<file path="src/mps_pkg.sv">
// Package of constants and carrier types for the modem power sequencing host controller
package mps_pkg;

    // ************************************************************
    // Timing, in the unit printed, and cycle counts at 100 MHz
    // ************************************************************
    localparam int CLK_MHZ = 100;
    localparam int ON_PULSE_MS = 1;
    localparam int OFF_PULSE_MS = 2;
    localparam int RESET_PULSE_MS = 1;
    localparam int SETTLE_MS = 10;
    localparam int ON_PULSE_CYC = ON_PULSE_MS * 1000 * CLK_MHZ;
    localparam int OFF_PULSE_CYC = OFF_PULSE_MS * 1000 * CLK_MHZ;
    localparam int RESET_PULSE_CYC = RESET_PULSE_MS * 1000 * CLK_MHZ;
    localparam int SETTLE_CYC = SETTLE_MS * 1000 * CLK_MHZ;
    localparam int CNT_W = 32;

    // ************************************************************
    // Values after reset
    // ************************************************************
    localparam logic RST_SUPPLY_EN = 1'b0;
    localparam logic RST_SWITCH_ON_N = 1'b1;
    localparam logic RST_RESET_N = 1'b1;

    // ************************************************************
    // Types
    // ************************************************************
    typedef enum logic [1:0] {
        MPS_VAR_ALWAYS_ON = 2'h0,
        MPS_VAR_PIN_SWITCHED = 2'h1
    } mps_variant_t;

    typedef enum logic [9:0] {
        ST_UNPOWERED = 10'h001,
        ST_SETTLE = 10'h002,
        ST_OFF = 10'h004,
        ST_PULSE_ON = 10'h008,
        ST_WAIT_UP = 10'h010,
        ST_ON = 10'h020,
        ST_PULSE_OFF = 10'h040,
        ST_WAIT_DOWN = 10'h080,
        ST_HW_RESET = 10'h100,
        ST_WAKE = 10'h200
    } mps_state_t;

    typedef struct packed {
        logic power_up;
        logic power_down;
        logic wake;
        logic hw_reset;
        logic cmd_off_sent;
        logic supply_drop;
    } mps_req_t;

    typedef struct packed {
        logic unpowered;
        logic off;
        logic busy;
        logic up;
        logic uart_ready;
        logic io_pins_allowed;
    } mps_stat_t;

endpackage

</file>
<file path="src/mps_pulse_timer.sv">
// Down-counter that times one pin pulse or one wait period
`timescale 1ns/1ps
module mps_pulse_timer #(
    parameter int W = 32
) (
    input wire logic ref_clk,
    input wire logic rst_b,
    input wire logic ce,
    input wire logic load,
    input wire logic [W-1:0] len,
    output logic busy,
    output logic done
);
    typedef struct packed {
        logic [W-1:0] cnt;
        logic busy;
        logic done;
    } mps_tmr_t;

    mps_tmr_t s_q;
    mps_tmr_t s_d;

    always_comb
    begin
        s_d = s_q;
        s_d.done = 1'b0;
        if (load)
        begin
            s_d.cnt = (len == '0) ? W'(1) : len;
            s_d.busy = 1'b1;
        end
        else if (s_q.busy)
        begin
            s_d.cnt = s_q.cnt - W'(1);
            if (s_q.cnt == W'(1))
            begin
                s_d.busy = 1'b0;
                s_d.done = 1'b1;
            end
        end
    end

    always_ff @(posedge ref_clk or negedge rst_b)
    begin
        if (!rst_b)
            s_q <= '0;
        else if (ce)
            s_q <= s_d;
    end

    assign busy = s_q.busy;
    assign done = s_q.done;
endmodule

</file>
<file path="src/mps_host_ctrl.sv">
// Host-side controller that sequences supply, switch-on and reset pins of a modem module
`timescale 1ns/1ps

// ************************************************************
// Host power sequencing controller
// ************************************************************
// Functional notes
// - Reset held low during supply rise defers start-up until its release.
// - Pin-switched variant: switch-on pulse from powered-off starts switch-on.
// - Pin-switched variant: switch-on pulse during deep sleep wakes the device.
// - From no supply, host applies supply first, then pulses switch-on.
// - Switch-on pulse or power-off command starts clean switch-off.
// - Host drives UART only with supply, other pins only with status up.
// - Host removes supply only after supply status has gone off; the code cuts it at once on req.supply_drop, whatever the status.
// - Host uses hardware reset only when command reset or reply fails; code also holds reset low through supply rise on defer_on_reset.
module mps_host_ctrl #(
    parameter mps_pkg::mps_variant_t VARIANT = mps_pkg::MPS_VAR_PIN_SWITCHED,
    parameter int ON_PULSE_CYC = mps_pkg::ON_PULSE_CYC,
    parameter int OFF_PULSE_CYC = mps_pkg::OFF_PULSE_CYC,
    parameter int RESET_PULSE_CYC = mps_pkg::RESET_PULSE_CYC,
    parameter int SETTLE_CYC = mps_pkg::SETTLE_CYC
) (
    input wire logic ref_clk,
    input wire logic rst_b,
    input wire logic clk_en,
    input wire mps_pkg::mps_req_t req,
    input wire logic if_supply_on,
    input wire logic uart_greeting_seen,
    input wire logic defer_on_reset,
    output logic supply_en,
    output logic switch_on_n_oe,
    output logic switch_on_n_o,
    output logic reset_n_oe,
    output logic reset_n_o,
    output mps_pkg::mps_stat_t stat
);
    typedef struct packed {
        mps_pkg::mps_state_t st;
        logic supply_en;
        logic on_oe;
        logic rst_oe;
        logic up_seen;
        logic greet;
        mps_pkg::mps_stat_t stat;
    } mps_host_t;

    mps_host_t s_q;
    mps_host_t s_d;
    logic tmr_load;
    logic [mps_pkg::CNT_W-1:0] tmr_len;
    logic tmr_busy;
    logic tmr_done;

    mps_pulse_timer #(
        .W(mps_pkg::CNT_W)
    ) u_timer (
        .ref_clk(ref_clk),
        .rst_b(rst_b),
        .ce(clk_en),
        .load(tmr_load),
        .len(tmr_len),
        .busy(tmr_busy),
        .done(tmr_done)
    );

    // ************************************************************
    // Sequencer
    // ************************************************************
    always_comb
    begin
        s_d = s_q;
        tmr_load = 1'b0;
        tmr_len = '0;
        // Status level: high in both variants means up outside sleep
        s_d.up_seen = if_supply_on;
        if (if_supply_on && uart_greeting_seen)
            s_d.greet = 1'b1;
        unique case (s_q.st)
            mps_pkg::ST_UNPOWERED:
            begin
                s_d.greet = 1'b0;
                if (req.power_up)
                begin
                    s_d.supply_en = 1'b1;
                    // Holding reset through the rise keeps the device waiting
                    s_d.rst_oe = defer_on_reset;
                    tmr_load = 1'b1;
                    tmr_len = mps_pkg::CNT_W'(SETTLE_CYC);
                    s_d.st = mps_pkg::ST_SETTLE;
                end
            end
            mps_pkg::ST_SETTLE:
            begin
                if (tmr_done)
                begin
                    s_d.rst_oe = 1'b0;
                    if (VARIANT == mps_pkg::MPS_VAR_ALWAYS_ON || defer_on_reset)
                        s_d.st = mps_pkg::ST_WAIT_UP;
                    else
                        s_d.st = mps_pkg::ST_OFF;
                end
            end
            mps_pkg::ST_OFF:
            begin
                s_d.greet = 1'b0;
                if (req.power_down)
                begin
                    s_d.supply_en = 1'b0;
                    s_d.st = mps_pkg::ST_UNPOWERED;
                end
                else if (req.power_up)
                begin
                    s_d.on_oe = 1'b1;
                    tmr_load = 1'b1;
                    tmr_len = mps_pkg::CNT_W'(ON_PULSE_CYC);
                    s_d.st = mps_pkg::ST_PULSE_ON;
                end
            end
            mps_pkg::ST_PULSE_ON, mps_pkg::ST_WAKE:
            begin
                if (tmr_done)
                begin
                    s_d.on_oe = 1'b0;
                    s_d.st = mps_pkg::ST_WAIT_UP;
                end
            end
            mps_pkg::ST_WAIT_UP:
            begin
                if (s_q.up_seen)
                    s_d.st = mps_pkg::ST_ON;
            end
            mps_pkg::ST_ON:
            begin
                // Status loss in ON is sleep or a command reboot: wait for a fresh greeting
                if (!if_supply_on)
                    s_d.greet = 1'b0;
                if (req.hw_reset)
                begin
                    s_d.rst_oe = 1'b1;
                    tmr_load = 1'b1;
                    tmr_len = mps_pkg::CNT_W'(RESET_PULSE_CYC);
                    s_d.st = mps_pkg::ST_HW_RESET;
                end
                else if (req.cmd_off_sent)
                    s_d.st = mps_pkg::ST_WAIT_DOWN;
                else if (req.power_down && VARIANT == mps_pkg::MPS_VAR_PIN_SWITCHED)
                begin
                    s_d.on_oe = 1'b1;
                    tmr_load = 1'b1;
                    tmr_len = mps_pkg::CNT_W'(OFF_PULSE_CYC);
                    s_d.st = mps_pkg::ST_PULSE_OFF;
                end
                else if (req.power_down)
                    s_d.st = mps_pkg::ST_WAIT_DOWN;
                else if (req.wake && !s_q.up_seen && VARIANT == mps_pkg::MPS_VAR_PIN_SWITCHED)
                begin
                    s_d.on_oe = 1'b1;
                    tmr_load = 1'b1;
                    tmr_len = mps_pkg::CNT_W'(ON_PULSE_CYC);
                    s_d.st = mps_pkg::ST_WAKE;
                end
            end
            mps_pkg::ST_PULSE_OFF:
            begin
                if (tmr_done)
                begin
                    s_d.on_oe = 1'b0;
                    s_d.st = mps_pkg::ST_WAIT_DOWN;
                end
            end
            mps_pkg::ST_WAIT_DOWN:
            begin
                // Cutting supply early would lose saved settings
                if (!s_q.up_seen)
                begin
                    s_d.greet = 1'b0;
                    if (VARIANT == mps_pkg::MPS_VAR_ALWAYS_ON)
                    begin
                        s_d.supply_en = 1'b0;
                        s_d.st = mps_pkg::ST_UNPOWERED;
                    end
                    else
                        s_d.st = mps_pkg::ST_OFF;
                end
            end
            mps_pkg::ST_HW_RESET:
            begin
                s_d.greet = 1'b0;
                if (tmr_done)
                begin
                    s_d.rst_oe = 1'b0;
                    s_d.st = mps_pkg::ST_WAIT_UP;
                end
            end
            default:
                s_d.st = mps_pkg::ST_UNPOWERED;
        endcase
        // Host-side supply drop forces the unpowered state at once
        if (req.supply_drop)
        begin
            s_d.supply_en = 1'b0;
            s_d.on_oe = 1'b0;
            s_d.rst_oe = 1'b0;
            s_d.greet = 1'b0;
            s_d.st = mps_pkg::ST_UNPOWERED;
        end
        s_d.stat.unpowered = (s_d.st == mps_pkg::ST_UNPOWERED);
        s_d.stat.off = (s_d.st == mps_pkg::ST_OFF);
        s_d.stat.up = (s_d.st == mps_pkg::ST_ON) && s_d.up_seen;
        s_d.stat.busy = !(s_d.stat.unpowered || s_d.stat.off || s_d.st == mps_pkg::ST_ON);
        s_d.stat.uart_ready = s_d.greet && s_d.supply_en;
        // Status up means the strap-selected interface level is present
        s_d.stat.io_pins_allowed = s_d.up_seen && s_d.supply_en;
    end

    always_ff @(posedge ref_clk or negedge rst_b)
    begin
        if (!rst_b)
        begin
            s_q <= '0;
            s_q.st <= mps_pkg::ST_UNPOWERED;
            s_q.supply_en <= mps_pkg::RST_SUPPLY_EN;
            s_q.stat.unpowered <= 1'b1;
        end
        else if (clk_en)
            s_q <= s_d;
    end

    // Pins are only ever pulled low; release leaves them to the pull-ups
    assign supply_en = s_q.supply_en;
    assign switch_on_n_oe = s_q.on_oe;
    assign switch_on_n_o = 1'b0;
    assign reset_n_oe = s_q.rst_oe;
    assign reset_n_o = 1'b0;
    assign stat = s_q.stat;
endmodule

</file>
<file path="config.mk">
export PLATFORM = sky130hd
export DESIGN_NAME = mps_host_ctrl
export DESIGN_NICKNAME = d
export VERILOG_FILES = /design/src/mps_pkg.sv /design/src/mps_pulse_timer.sv /design/src/mps_host_ctrl.sv
export SDC_FILE = /design/constraint.sdc
export NUM_CORES = 1
export LEC_CHECK = 0
export ABC_CLOCK_PERIOD_IN_PS = 3200
export BUFFER_PORTS_ARGS = -buffer_cell sky130_fd_sc_hd__buf_2
export CAP_MARGIN = 20
export CORE_ASPECT_RATIO = 0.8
export CORE_MARGIN = 1
export CORE_UTILIZATION = 55
export CTS_BUF_LIST = sky130_fd_sc_hd__clkbuf_4 sky130_fd_sc_hd__clkbuf_8
export DETAILED_ROUTE_END_ITERATION = 8
export HOLD_SLACK_MARGIN = 0.15
export PLACE_DENSITY = 0.73
export SLEW_MARGIN = 30
export SYNTH_ARGS = -nofsm -noshare
export SYNTH_HDL_FRONTEND = slang
export SYNTH_HIERARCHICAL = 1
export SYNTH_SLANG_ARGS = --single-unit
</file>
<file path="constraint.sdc">
create_clock -name ref_clk -period 3.2 [get_ports ref_clk]
set_input_delay 0.48 -clock ref_clk [delete_from_list [all_inputs] [get_ports ref_clk]]
set_output_delay 0.48 -clock ref_clk [all_outputs]
set_load 0.01 [all_outputs]
</file>
==> results of run 1 <==
[cells in the mapped netlist (all sizes together), types with 6 or more instances]
library cell	instances	area, sq um
dfrtp	53	1330
nand2	52	195
o21ai	42	210
nor2	40	150
a21oi	31	155
nand3	28	145
nor4	28	239
buf	24	206
nor3	20	128
inv	16	60.1
clkbuf	14	52.6
a221o	11	110
nand4	11	87.6
a22oi	9	67.6
or3	8	50.1
or4	8	60.1
nand2b	6	37.5
[placed cells by master (no fill, tap or decap), drive strengths merged, types with 3 or more instances in the layout]
cell type / n
a31oi: 4
o21bai: 3
mux2i: 4
nor4b: 3
dfrtp: 53
nand3b: 3
a221o: 11
nor2b: 5
xor2: 4
o31ai: 4
a21o: 4
o22ai: 4
nand2b: 6
o21ai: 42
clkbuf: 6
or3: 8
inv: 16
conb: 41
nor3b: 5
and2: 4
nand4: 11
nand2: 52
buf: 47
nor2: 40
or4: 8
o41ai: 3
a22oi: 9
nand3: 28
o311ai: 3
a22o: 3
a21oi: 31
o2bb2ai: 3
nor4: 28
nor3: 20
[flip-flops by register name, indices dropped and copies added (netlist names)]
name	flops
s_q	12
switch_on_n_oe	1
supply_en	1
reset_n_oe	1
u_timer/s_q	32
stat	6
u_timer/busy	1
u_timer/done	1
[metrics by stage]
| step | cell area [sq um] | hold slack, ns | utilization, % |
|---|---|---|---|
| 2_1_floorplan | 4250 | 0.184 | - |
| 3_3_place_gp | 4400 | 0.471 | 62.4 |
| 3_5_place_dp | 4400 | 0.474 | 62.4 |
| 4_1_cts | 4490 | 0.308 | 63.6 |
| 5_1_grt | 4500 | 0.340 | 63.8 |
| 6_report | 4500 | 0.266 | 63.8 |
[worst min-delay path by stage]
stage / from / end / slack, ns
2_1_floorplan: rst_b / reset_n_oe$_DFFE_PN0P_ / 0.18
3_3_place_gp: stat[0]$_DFFE_PN0P_ / stat[0]$_DFFE_PN0P_ / 0.47
3_5_place_dp: stat[1]$_DFFE_PN0P_ / stat[1]$_DFFE_PN0P_ / 0.47
4_1_cts: rst_b / u_timer/s_q[21]$_DFFE_PN0P_ / 0.31
5_1_grt: rst_b / u_timer/s_q[15]$_DFFE_PN0P_ / 0.34
6_report: rst_b / u_timer/s_q[21]$_DFFE_PN0P_ / 0.27
[critical path, cell delays in order (launching register included)]
cell	delay [ns]
dfstp_2	0.66
nor2_1	0.11
and4_1	0.26
nand2_1	0.11
o21ai_0	0.16
nand2b_1	0.29
nor2b_2	0.30
nand2_1	0.24
or4_1	0.59
o21ai_1	0.17
[power by group]
group	switching, mW	internal [mW]
logic	0.465	0.319
registers	0.235	0.851
clock network	0.229	0.171
total	0.929	1.34
[per-layer routing]
layer | track usage, % | vias to the layer above
met1 | 54.4 | 1938
met5 | 0 | -
met4 | 5.67 | 0
met2 | 42.3 | 244
li1 | - | 1928
met3 | 8.19 | 14
[final cells by class]
cell class | instances | area (sq um)
multi-input combinational | 426 | 2560
fill | 636 | 2560
sequential | 55 | 1380
clock inverter | 1 | 5.00
timing repair buffer | 47 | 303
inverter | 16 | 60.1
tap | 87 | 109
clock buffer | 6 | 82.6
[cells by family (layout without fill, tap and decap cells)]
family	count (synthesis)	after routing	synth area share, %
other cells	1	41	0.0914
buf+inv	54	70	7.78
mux	5	5	1.25
fa+ha+maj	2	2	0.610
xor+xnor	5	5	1.07
simple gates	229	229	31.6
flops	55	55	33.6
compound gates	144	144	24.0
[what timing repair did]
item / 4_1_cts / 5_1_grt
hold buffers: 0 / 0
endpoints found under the setup margin: 0 / 13
gates resized for setup: 0 / 4
==> results.toml, run 1 <==
[synthesis]
synth.distinct_cells = 70
synthCells = 495
yosys_warnings = 6
ys_seq_elements = 55
seq_area_frac_synth_pct = 33.6
synth_area_per_cell_sq_um = 8.29
synthArstFlopShare_pct = 100
synthFlopType = "dfrtp_1"
synth_edf_count = 0
synth_area_sq_um = 4100

[cells_and_area]
syn2layout_area_growth_pct = 9.79
drive_gt1_share_pct = 14.7
nets = 565
fin_cells = 638
diodes = 0

[floorplanning]
die-area_sq_um = 7810
num_io_pins = 23
core_sq_um = 7060
rows = 27
fp.dieH_um = 79.2
die_x_um = 98.5
initial_core_util_pct = 58.1

[clock_tree]
worstSkewPairLatency_ns = 0.31
cts.clk_slew.worst_paths_ns = 0.10
post_cts_buffers = 0
cts_num_sinks = 55
htree_levels = 2
tritoncts = "yes"
ctsRootBufferMaster = "clkbuf_8"
clockBufferDepth = 2
cts_made_buffers = 5

[global_route]
grt_pass1_vias = 3772
gr-total-overflow = 0
grt_pass1_wl_mm = 20.1
antenna_found_initial = 0
grt_max_degree = 37
gr-usage-all-layers_pct = 33.1

[sta]
slew_viol_final = 0
min_period_ns = 2.96
fin_setup_tns_ns = 0
fin_skew_ns = 0.0105
finalCritPeriodShare_pct = 92.6
setup_viol = 0
worst_pin_slew_ns = 0.850
rsz0062_at_grt = "false"
slew_headroom_pct = 43.3
finalHoldViolations = 0
fmax_mhz = 337
finalWorstSetupSlack_ns = 0.237

[route]
firstDrtPassIters = 7
vias_per_cell = 6.46
vias = 4124
route.met2.wl_mm = 4.65
met1Wirelength_mm = 6.01
drc_errors = 1
wirelength_mm = 12.1
ant_nets = 0
highest_layer = "met4"
drt_iter0_drc = 472
wl_met3_mm = 1.38
routedWlPerCell_um = 19.0

[placed_design]
place.gp.congestion = 1.03
dp_slack_ns = 0.0828
dp_cells = 631
portBuffers = 20
dp_hpwl_mm = 9.19

[power_and_ir_drop]
ir_drop_mv = 0.327
p_total_mw = 2.27
powerDensity_nw_per_um2 = 504
leakagePower_nw = 1.89

[hold_path]
min_path_type = "in -> async"

[worst_setup_path]
crit_arrival_ns = 3.19
r2r_end = "u_timer/s_q[29]$_DFFE_PN0P_"
endpoint_kind = "register"
path_class = "reg -> reg"
r2r_start = "s_q[11]$_DFFE_PN1P_"
path_max_fanout = 9
required_ns = 3.43
ff2ff_path_depth = 9
rrSetupSlack_ns = 0.24
critPathLaunchType = "register"
critPathCapture = "u_timer/s_q[29]$_DFFE_PN0P_"
worstSetupStartpoint = "s_q[11]$_DFFE_PN1P_"

[outcome]
violations = "design-rule violations"
status = "finished with violations"

[job]
maxCapViolCount = 0
Note: power is estimated with default switching activity, not from simulation.
==> run 2: changes to the inputs <==
--- a/config.mk
+++ b/config.mk
@@ -10,13 +10,13 @@
 export CAP_MARGIN = 20
 export CORE_ASPECT_RATIO = 0.8
 export CORE_MARGIN = 1
-export CORE_UTILIZATION = 55
+export CORE_UTILIZATION = 60
 export CTS_BUF_LIST = sky130_fd_sc_hd__clkbuf_4 sky130_fd_sc_hd__clkbuf_8
 export DETAILED_ROUTE_END_ITERATION = 8
+export GPL_TIMING_DRIVEN = 0
 export HOLD_SLACK_MARGIN = 0.15
-export PLACE_DENSITY = 0.73
+export PLACE_DENSITY = 0.79
 export SLEW_MARGIN = 30
 export SYNTH_ARGS = -nofsm -noshare
 export SYNTH_HDL_FRONTEND = slang
-export SYNTH_HIERARCHICAL = 1
 export SYNTH_SLANG_ARGS = --single-unit
==> run 2 against run 1 <==
Against the previous run:
- the run now ends clean
- largest cell class unchanged
- worst hold slack lost 0.079 ns
- clock power is 7.0% higher
- cell area fell by 11%
- synthesized area is 9.9% lower
- utilization grew 3.8 points
==> results.toml, run 2 <==
[global_route]
gr-usage-all-layers_pct = 35.0
gr-total-overflow = 0
grt_busiest_layer = "met1"
use_met1_pct = 54.3
grt_pass1_wl_mm = 17.6
use_met2_pct = 47.7
grt_max_degree = 56
use_met3_pct = 9.12
grt_pass1_vias = 3391
antenna_found_initial = 0

[synthesis]
yosys_warnings = 0
synthArstFlopShare_pct = 100
synth_area_sq_um = 3690
ys_seq_elements = 55
synthCells = 442
synth_area_per_cell_sq_um = 8.36
synthFlopType = "dfrtp_1"
synth_area_leaders = "dfrtp_1 (36%), o21ai_0 (5.8%), nand2_1 (4.1%)"
synth_top_area_share_pct = 35.9
yosysMostFrequentCell = "dfrtp_1"
seq_area_frac_synth_pct = 37.3
synth_edf_count = 0
synth.distinct_cells = 73
synth_common_cells = "dfrtp_1 (53), o21ai_0 (43), nand2_1 (40), nor2_1 (40), nor3_1 (26)"
synth_top_cell_by_area = "dfrtp_1"

[sta]
fmax_mhz = 334
fin_setup_tns_ns = 0
fin_skew_ns = 0.0109
finalWorstSetupSlack_ns = 0.204
rsz0062_at_grt = "false"
finalHoldViolations = 0
setup_viol = 0
slew_headroom_pct = 35.4
min_period_ns = 3.00
finalCritPeriodShare_pct = 93.6
slew_viol_final = 0
worst_pin_slew_ns = 0.961

[outcome]
status = "finished clean"

[clock_tree]
cts.clk_slew.worst_paths_ns = 0.11
cts_made_buffers = 5
post_cts_buffers = 0
cts_num_sinks = 55
worstSkewPairLatency_ns = 0.32
htree_levels = 2
cts_hold_buf = 0
cts_resized = 0
clockBufferDepth = 2
tritoncts = "yes"
ctsRootBufferMaster = "clkbuf_8"

[worst_setup_path]
required_ns = 3.42
path_class = "reg -> reg"
critPathLaunchType = "register"
endpoint_kind = "register"
crit_arrival_ns = 3.21
path_max_fanout = 9

[placed_design]
portBuffers = 19
dp_hpwl_mm = 7.62
place.gp.congestion = 0.989
dp_slack_ns = 0.368

[hold_path]
min_path_type = "in -> async"

[floorplanning]
fp.dieH_um = 72.2
die-area_sq_um = 6480
core_sq_um = 5910
initial_core_util_pct = 62.5
rows = 25
num_io_pins = 23
die_x_um = 89.7

[route]
vias = 3720
ant_nets = 0
drc_errors = 0
drt_iter0_drc = 567
vias_per_cell = 6.75
routedWlPerCell_um = 19.3
firstDrtPassIters = 5
wirelength_mm = 10.7

[cells_and_area]
final_common_cell = "dfrtp_1"
largest_register_ffs = 32
multiInputGateArea_sq_um = 2060
diodes = 0
final-seq-area_sq_um = 1380
regMostFlops = "u_timer.s_q"
nets = 483
top_regs = "u_timer.s_q: 32 flops, s_q: 12 flops, stat: 6 flops"
final_cell_mix = "dfrtp_1 (53), o21ai_0 (43), nand2_1 (40), nor2_1 (40), buf_2 (27)"
syn2layout_area_growth_pct = 8.16
drive_gt1_share_pct = 14.0
n_fill_cell = 486

[power_and_ir_drop]
powerDensity_nw_per_um2 = 461
ir_drop_mv = 0.420
leakagePower_nw = 1.69

[job]
maxCapViolCount = 0
run 2: cell families (layout without fill, tap and decap cells):
kind of cell / after synthesis / after routing / share of synthesized area (%)
simple gates: 190 / 190 / 27.6
buf+inv: 51 / 78 / 7.01
mux: 3 / 3 / 0.948
flops: 55 / 55 / 37.3
other cells: 1 / 2 / 0.102
xor+xnor: 6 / 6 / 1.42
compound gates: 134 / 134 / 24.9
fa+ha+maj: 2 / 2 / 0.677
run 2: critical path: stages (launching register included):
cell     delay [ns]
dfrtp_1        0.44
nor3_1         0.80
nand4_1        0.59
or4_1          0.67
nor3b_1        0.16
o21ai_0        0.14
o31ai_1        0.09
run 2: worst paths after layout:
check | slack [ns] | startpoint | depth (start not counted) | endpoint
max in group asynchronous | 2.51 | rst_b | 1 | stat[0]$_DFFE_PN0P_
min in group ref_clk | 0.45 | req[0] | 2 | reset_n_oe$_DFFE_PN0P_
setup reg to reg | 0.20 | u_timer.s_q[8]$_DFFE_PN0P_ | 6 | u_timer.s_q[23]$_DFFE_PN0P_
setup / recovery | 0.20 | u_timer.s_q[8]$_DFFE_PN0P_ | 6 | u_timer.s_q[23]$_DFFE_PN0P_
hold reg to reg | 0.48 | u_timer.s_q[31]$_DFFE_PN0P_ | 1 | u_timer.s_q[31]$_DFFE_PN0P_
hold / removal | 0.19 | rst_b | 1 | u_timer.s_q[12]$_DFFE_PN0P_
run 2: report_power, final:
group	switching (mW)	total, mW	internal [mW]
logic	0.363	0.570	0.206
registers	0.0782	0.846	0.768
clock network	0.249	0.427	0.178
run 2: area by class of cell:
type / instances / area share [%]
Multi-Input combinational cell: 337 / 51.6
Buffer: 37 / 5.17
Clock inverter: 2 / 0.407
Inverter: 14 / 1.32
Tap cell: 81 / 2.54
Clock buffer: 6 / 2.07
Sequential cell: 55 / 34.5
Timing Repair Buffer: 19 / 2.44
run 2: metrics by stage:
step / total power [mW] / instances / util, % / instance area (sq um) / hold slack [ns]
after floorplan: 1.23 / 443 / - / 3700 / 0.184
after global routing: 1.94 / 551 / 67.6 / 4000 / 0.242
after CTS: 1.82 / 551 / 67.6 / 4000 / 0.231
final: 1.84 / 551 / 67.6 / 4000 / 0.187
after detailed placement: 1.40 / 543 / 65.9 / 3900 / 0.459
after global placement: 1.39 / 543 / 65.9 / 3890 / 0.467
run 2: per-layer routing:
layer,vias up,part of all wire [%]
met5,-,0
met4,0,1.3
met3,23,13
met2,234,41
met1,1756,45
li1,1707,-
